**config.mk**
```make
export PLATFORM = sky130hd
export DESIGN_NAME = fpes_host
export DESIGN_NICKNAME = d
export VERILOG_FILES = /design/src/fpes_pkg.sv /design/src/fpes_host.sv
export SDC_FILE = /design/constraint.sdc
export NUM_CORES = 1
export LEC_CHECK = 0
export ABC_AREA = 1
export BUFFER_PORTS_ARGS = -buffer_cell sky130_fd_sc_hd__buf_2
export CAP_MARGIN = 20
export CORE_ASPECT_RATIO = 0.9
export CORE_UTILIZATION = 52
export CTS_CLUSTER_SIZE = 30
export DETAILED_ROUTE_END_ITERATION = 10
export PLACE_DENSITY = 0.82
export SLEW_MARGIN = 20
export SYNTH_ARGS = -nofsm -noshare
export SYNTH_HDL_FRONTEND = slang
export SYNTH_SLANG_ARGS = --single-unit
```
**constraint.sdc**
```tcl
create_clock -name sys_clk -period 2.2 [get_ports sys_clk]
set_input_delay 0.44 -clock sys_clk [delete_from_list [all_inputs] [get_ports sys_clk]]
set_output_delay 0.44 -clock sys_clk [all_outputs]
set_load 0.01 [all_outputs]
```
**src/fpes_pkg.sv**
```systemverilog
// Purpose: constants and types for the flash program/erase host controller
// Assumes: x16 parallel flash with command codes on the low data byte
// Notes: timing counts are in sys_clk cycles at 250 MHz
package fpes_pkg;
	localparam logic [7:0] FPES_CMD_READ_ARRAY = 8'hff;
	localparam logic [7:0] FPES_CMD_READ_ID    = 8'h90;
	localparam logic [7:0] FPES_CMD_QUERY      = 8'h98;
	localparam logic [7:0] FPES_CMD_READ_STAT  = 8'h70;
	localparam logic [7:0] FPES_CMD_CLR_STAT   = 8'h50;
	localparam logic [7:0] FPES_CMD_PROG       = 8'h40;
	localparam logic [7:0] FPES_CMD_PROG_ALT   = 8'h10;
	localparam logic [7:0] FPES_CMD_ERASE      = 8'h20;
	localparam logic [7:0] FPES_CMD_CONFIRM    = 8'hd0;
	localparam logic [7:0] FPES_CMD_SUSPEND    = 8'hb0;
	localparam logic [7:0] FPES_CMD_LOCK_SETUP = 8'h60;
	localparam logic [7:0] FPES_CMD_LOCK       = 8'h01;
	localparam logic [7:0] FPES_CMD_LOCKDOWN   = 8'h2f;
	localparam int FPES_READY_BIT      = 7;
	localparam int FPES_ERASE_SUSP_BIT = 6;
	localparam int FPES_ERASE_FAIL_BIT = 5;
	localparam int FPES_PROG_FAIL_BIT  = 4;
	localparam int FPES_SUPPLY_ERR_BIT = 3;
	localparam int FPES_PROG_SUSP_BIT  = 2;
	localparam int FPES_LOCK_ERR_BIT   = 1;
	localparam int FPES_CLK_MHZ        = 250;
	localparam int FPES_STROBE_NS      = 70;
	localparam int FPES_STROBE_CYC     = (FPES_STROBE_NS * FPES_CLK_MHZ + 999) / 1000;
	localparam int FPES_AW             = 22;
	localparam int FPES_DW             = 16;

	typedef enum logic [2:0] {
		FPES_OP_PROGRAM  = 3'h0,
		FPES_OP_ERASE    = 3'h1,
		FPES_OP_SUSPEND  = 3'h2,
		FPES_OP_RESUME   = 3'h3,
		FPES_OP_LOCK     = 3'h4,
		FPES_OP_CLEAR    = 3'h5,
		FPES_OP_READ     = 3'h6,
		FPES_OP_STATUS   = 3'h7
	} fpes_op_e;

	typedef struct packed {
		fpes_op_e              op;
		logic [FPES_AW-1:0]    addr;
		logic [FPES_DW-1:0]    data;
	} fpes_req_s;

	typedef struct packed {
		logic                  ce_n;
		logic                  oe_n;
		logic                  we_n;
		logic [FPES_AW-1:0]    addr;
	} fpes_pins_s;
endpackage : fpes_pkg
```
**src/fpes_host.sv**
```systemverilog
// Purpose: host-side sequencer issuing command writes and reads to a parallel flash
// Assumes: flash data pins are split in/out/enable; inputs synchronous to sys_clk
// Notes: one request at a time; busy polling is done by the user via status op
`timescale 1ns/1ps
module fpes_host
	import fpes_pkg::*;
(
	input  wire logic                 sys_clk,
	input  wire logic                 arst_n,
	input  wire fpes_req_s            req,
	input  wire logic                 req_valid,
	output logic                      req_ready,
	output logic                      rsp_valid,
	output logic [FPES_DW-1:0]        rsp_data,
	output logic [7:0]                status_read_word,
	output logic                      ready_bit,
	output logic                      error_any,
	output fpes_pins_s                pins,
	output logic                      reset_powerdown_n,
	output logic [FPES_DW-1:0]        dq_out,
	output logic                      dq_oe,
	input  wire logic [FPES_DW-1:0]   dq_in
);
	// ---------------------------------------------------------------
	// states
	// ---------------------------------------------------------------
	typedef enum logic [2:0] {
		FPES_ST_IDLE  = 3'h0,
		FPES_ST_WR1   = 3'h1,
		FPES_ST_GAP   = 3'h2,
		FPES_ST_WR2   = 3'h3,
		FPES_ST_RD    = 3'h4,
		FPES_ST_REST  = 3'h5,
		FPES_ST_DONE  = 3'h6
	} fpes_st_e;

	fpes_st_e           state;
	fpes_st_e           next_state;
	fpes_req_s          cur;
	logic [7:0]         cnt;
	logic               two_write;
	logic               do_read;
	logic [7:0]         first_code;
	logic [FPES_DW-1:0] second_data;
	logic               cnt_done;
	logic               strobe_on;
	logic               in_write;
	logic               in_read;
	logic               next_wr;
	logic               next_rd;
	logic               next_drive;
	logic [FPES_DW-1:0] next_dq;
	logic [7:0]         next_cnt;
	logic               take;
	logic               read_cap;
	logic               status_cap;
	logic               status_err;

	// ---------------------------------------------------------------
	// command decode
	// ---------------------------------------------------------------
	always_comb begin
		first_code  = FPES_CMD_READ_STAT;
		second_data = cur.data;
		two_write   = 1'b0;
		do_read     = 1'b0;
		case (cur.op)
			FPES_OP_PROGRAM: begin
				first_code = FPES_CMD_PROG;
				two_write  = 1'b1;
			end
			FPES_OP_ERASE: begin
				first_code  = FPES_CMD_ERASE;
				second_data = {8'h00, FPES_CMD_CONFIRM};
				two_write   = 1'b1;
			end
			FPES_OP_SUSPEND: first_code = FPES_CMD_SUSPEND;
			FPES_OP_RESUME:  first_code = FPES_CMD_CONFIRM;
			FPES_OP_LOCK: begin
				first_code  = FPES_CMD_LOCK_SETUP;
				second_data = {8'h00, cur.data[7:0]};
				two_write   = 1'b1;
			end
			FPES_OP_CLEAR:   first_code = FPES_CMD_CLR_STAT;
			FPES_OP_READ: begin
				first_code = FPES_CMD_READ_ARRAY;
				do_read    = 1'b1;
			end
			FPES_OP_STATUS: begin
				first_code = FPES_CMD_READ_STAT;
				do_read    = 1'b1;
			end
			default: first_code = FPES_CMD_READ_STAT;
		endcase
	end

	assign cnt_done  = (cnt == 8'(FPES_STROBE_CYC - 1));
	assign in_write  = (state == FPES_ST_WR1) || (state == FPES_ST_WR2);
	assign in_read   = (state == FPES_ST_RD);
	assign strobe_on = in_write || in_read;
	assign req_ready = (state == FPES_ST_IDLE);
	assign take      = req_valid && req_ready;
	assign next_cnt  = (next_state != state) ? 8'h00 : cnt + 8'h01;

	// ---------------------------------------------------------------
	// next pin levels
	// ---------------------------------------------------------------
	assign next_wr    = (next_state == FPES_ST_WR1) || (next_state == FPES_ST_WR2);
	assign next_rd    = (next_state == FPES_ST_RD);
	assign next_drive = next_wr || (next_state == FPES_ST_GAP);
	assign next_dq    = (next_state == FPES_ST_WR2) ? second_data : {8'h00, first_code};

	// ---------------------------------------------------------------
	// capture decode
	// ---------------------------------------------------------------
	assign read_cap   = in_read && cnt_done;
	assign status_cap = read_cap && (cur.op == FPES_OP_STATUS);
	assign status_err = dq_in[FPES_ERASE_FAIL_BIT] | dq_in[FPES_PROG_FAIL_BIT]
	                  | dq_in[FPES_SUPPLY_ERR_BIT] | dq_in[FPES_LOCK_ERR_BIT];

	// ---------------------------------------------------------------
	// sequencer
	// ---------------------------------------------------------------
	always_comb begin
		next_state = state;
		case (state)
			FPES_ST_IDLE: if (req_valid) next_state = FPES_ST_WR1;
			FPES_ST_WR1:  if (cnt_done) next_state = FPES_ST_GAP;
			FPES_ST_GAP:  if (cnt_done) next_state = two_write ? FPES_ST_WR2 : (do_read ? FPES_ST_RD : FPES_ST_DONE);
			FPES_ST_WR2:  if (cnt_done) next_state = FPES_ST_REST;
			FPES_ST_RD:   if (cnt_done) next_state = FPES_ST_REST;
			FPES_ST_REST: if (cnt_done) next_state = FPES_ST_DONE;
			FPES_ST_DONE: next_state = FPES_ST_IDLE;
			default:      next_state = FPES_ST_IDLE;
		endcase
	end

	always_ff @(posedge sys_clk or negedge arst_n) begin
		if (!arst_n) begin
			state <= FPES_ST_IDLE;
			cnt   <= 8'h00;
		end else begin
			state <= next_state;
			cnt   <= next_cnt;
		end
	end

	always_ff @(posedge sys_clk or negedge arst_n) begin
		if (!arst_n) begin
			cur <= '0;
		end else if (take) begin
			cur <= req;
		end
	end

	// ---------------------------------------------------------------
	// pins
	// ---------------------------------------------------------------
	always_ff @(posedge sys_clk or negedge arst_n) begin
		if (!arst_n) begin
			pins              <= '{ce_n: 1'b1, oe_n: 1'b1, we_n: 1'b1, addr: '0};
			dq_out            <= '0;
			dq_oe             <= 1'b0;
			reset_powerdown_n <= 1'b0;
		end else begin
			reset_powerdown_n <= 1'b1;
			pins.ce_n <= !(next_wr || next_rd);
			pins.we_n <= !next_wr;
			pins.oe_n <= !next_rd;
			pins.addr <= cur.addr;
			dq_oe     <= next_drive;
			dq_out    <= next_dq;
		end
	end

	// ---------------------------------------------------------------
	// read capture
	// ---------------------------------------------------------------
	always_ff @(posedge sys_clk or negedge arst_n) begin
		if (!arst_n) begin
			rsp_valid        <= 1'b0;
			rsp_data         <= '0;
			status_read_word <= 8'h80;
			ready_bit        <= 1'b1;
			error_any        <= 1'b0;
		end else begin
			rsp_valid <= (state == FPES_ST_DONE);
			if (read_cap) begin
				rsp_data <= dq_in;
			end
			if (status_cap) begin
				status_read_word <= dq_in[7:0];
				ready_bit        <= dq_in[FPES_READY_BIT];
				error_any        <= status_err;
			end
		end
	end
endmodule : fpes_host

```
==> impl_metrics.ini <==
[route]
ant_nets = 0
num_vias = 3252
drtPass1Iterations = 4
via_per_inst = 4.84
drc_errors = 0
wire_per_inst_um = 13.7
drt_iter0_drc = 147
routed_wl_mm = 9.19

[setup_path]
worstPathCellList = ha_1 > nand2_1 > clkinv_1 > nand2_2 > nor2_8 > nand2_1 > nand2_1 > nand2_1 > nand2_1 > nand2_2 > nand2_2 > nand2_1 > nand2_1
cp-end-kind = flip-flop
arrival_ns = 2.34
crit_buf_inv = 1
cp_top_family = simple AND/OR/NAND/NOR gates
cp_slowest_stage_delay_ns = 0.41
path_max_fanout = 13
start_kind = flip-flop
worstPathRequired_ns = 2.58
path_class = flip-flop to flip-flop
crit_top_cell = nand2_1
slowest_stage = dfrtp_1

[synth]
async_reset_ff_frac = 1.00
avgSynthCellArea_um2 = 11.7
synth_nets = 458
synth_common_cells = 117 x dfrtp_1, 100 x nand2_1, 34 x mux2_2
yosysSeqAreaShare = 0.654
synth.largest_area_cell = dfrtp_1
yosysWarnings = 0
synth_area_leaders = dfrtp_1 63%, mux2_2 8.3%, nand2_1 8.1%
synth_top_area_frac = 0.631
synth_edf_count = 0
ys_types = 34
ys_ff_latch = 121
synthFlopType = dfrtp_1
synth_area_mm2 = 0.00464
synth.most_common_cell = dfrtp_1
syn_inst = 396

[timing]
setup_violations = 0
rsz0062_at_grt = no
fin_crit_ns = 1.96
drv_slew = 0
fin_crit_sh = 0.892
fmax_ghz = 0.509
hold_violations = 0
skew_ns = 0.00836
setup_tns_ns = 0
worstMarginPinSlew_ns = 0.561
slew_headroom = 0.626

[pwr]
p_leak_uw = 0.00324
total_power_uw = 5120
ir_worst_vdd_uv = 568
powerDensity_mw_per_mm2 = 847

[placement]
gp_congestion = 0.818
port_buffers = 130
place_hpwl_mm = 6.47

[clocking]
path_clk_slew_ns = 0.06
htreeDepth = 4
cts_tree = built
numCtsBuffers = 17
clk_latency_ns = 0.51
clk_path_buf_depth = 2
cts_setup_buffers = 0
cts_resized = 0
cts_hold_buf = 1
root_buffer = clkbuf_8
cts_sinks = 121

[global_route]
grt_max_degree = 47
grt_pass1_wl_mm = 15.1
gr-total-overflow = 0
grt_pass1_vias = 3335
antenna_found_initial = 0
grt_usage = 0.217

[floorplan]
die_x_um = 102
core-area_mm2 = 0.00861
die-area_mm2 = 0.00930
start_util = 0.539
ios = 131
row_count = 32
die_y_um = 91.6

[status]
outcome = finished, final reports clean

[cells_and_area]
fillers = 628
fin_nets = 602
n_antenna_cell = 0
area_growth_pct = 30.3
layout-drive-gt1-share = 0.423

[hold_path]
hold_class = input pin to flip-flop

[job]
cap_violations = 0
metal layers:
layer	vias up	routed length [um]	track usage
li1	1552	-	-
met3	6	743	0.0968
met5	-	0	0
met4	0	62	0.0688
met1	1576	3550	0.241
met2	118	4830	0.372
layout make-up:
cell class / count / area [um2] / area share
clock inverter: 14 / 184 / 0.0304
sequential: 121 / 3030 / 0.502
tap: 119 / 149 / 0.0246
inverter: 27 / 106 / 0.0176
multi-input combinational: 235 / 1410 / 0.234
timing repair buffer: 138 / 741 / 0.123
clock buffer: 18 / 418 / 0.0691
tightest hold or removal path, stage by stage:
cell,delay (ns)
buf_2,0.07
nand2_1,0.04
nand2_1,0.05
cell families after synthesis:
family | Yosys count | share of synthesized area
AOI/OAI and AO/OA | 26 | 0.0353
xor gates and xnor gates | 6 | 0.0113
adders and majority gates | 2 | 0.00539
buffers and inverters | 40 | 0.0415
DFF | 121 | 0.654
muxes | 39 | 0.0947
other | 1 | 0.000808
and+or+nand+nor | 161 | 0.157
state kept, by name, indices dropped and copies added (netlist names):
register	count
error_any	1
reset_powerdown_n	1
rsp_data	16
status_read_word	8
dq_oe	1
pins	25
rsp_valid	1
cur	41
cnt	8
dq_out	16
state	3
per-stage QoR:
| step | worst slack, ns | utilization | cells | hold WS [ns] | cell area [um2] |
|---|---|---|---|---|---|
| 2_1_floorplan | 0.615 | - | 396 | 0.144 | 4640 |
| 3_3_place_gp | 0.374 | 0.631 | 639 | 0.354 | 5430 |
| 5_1_grt | 0.0393 | 0.702 | 672 | 0.116 | 6040 |
| 4_1_cts | 0.242 | 0.702 | 672 | 0.117 | 6040 |
| 6_report | 0.237 | 0.702 | 672 | 0.140 | 6040 |
| 3_5_place_dp | 0.259 | 0.631 | 639 | 0.359 | 5430 |
placed cells by master, fill, tap and decap left out, drive strengths merged:
master	Yosys	routed
buf	11	137
dfrtp	117	117
nand2	108	108
mux2	39	39
inv	26	34
nor2	30	30
o21ai	19	19
clkbuf	2	18
a21oi	7	7
nand3	7	7
nand3b	6	6
xor2	5	5
dfstp	4	4
nor3	4	4
or2	3	3
bufinv	0	3
clkinv	1	3
ha	2	2
nand4	2	2
xnor2	1	1
nor4	1	1
clkinvlp	0	1
dlygate4sd3	0	1
conb	1	1
power breakdown:
part           internal, uW  switching (uW)  total (uW)
registers              2230           0.221        2230
clock network          1760            1030        2780
logic                  47.6            63.2         111
total                  4030            1090        5120
final timing paths:
path	start	to	slack (ns)	depth (start not counted)
min reg2reg	cur[32]	pins[16]	0.37	0
max in group asynchronous	arst_n	pins[23]	1.09	3
max reg2reg	cnt[0]	dq_out[2]	0.24	13
min	dq_in[8]	rsp_data[8]	0.14	3
min in group asynchronous	arst_n	rsp_data[9]	0.47	2
max	cnt[0]	dq_out[2]	0.24	13
Note: power is estimated with default switching activity, not from simulation.
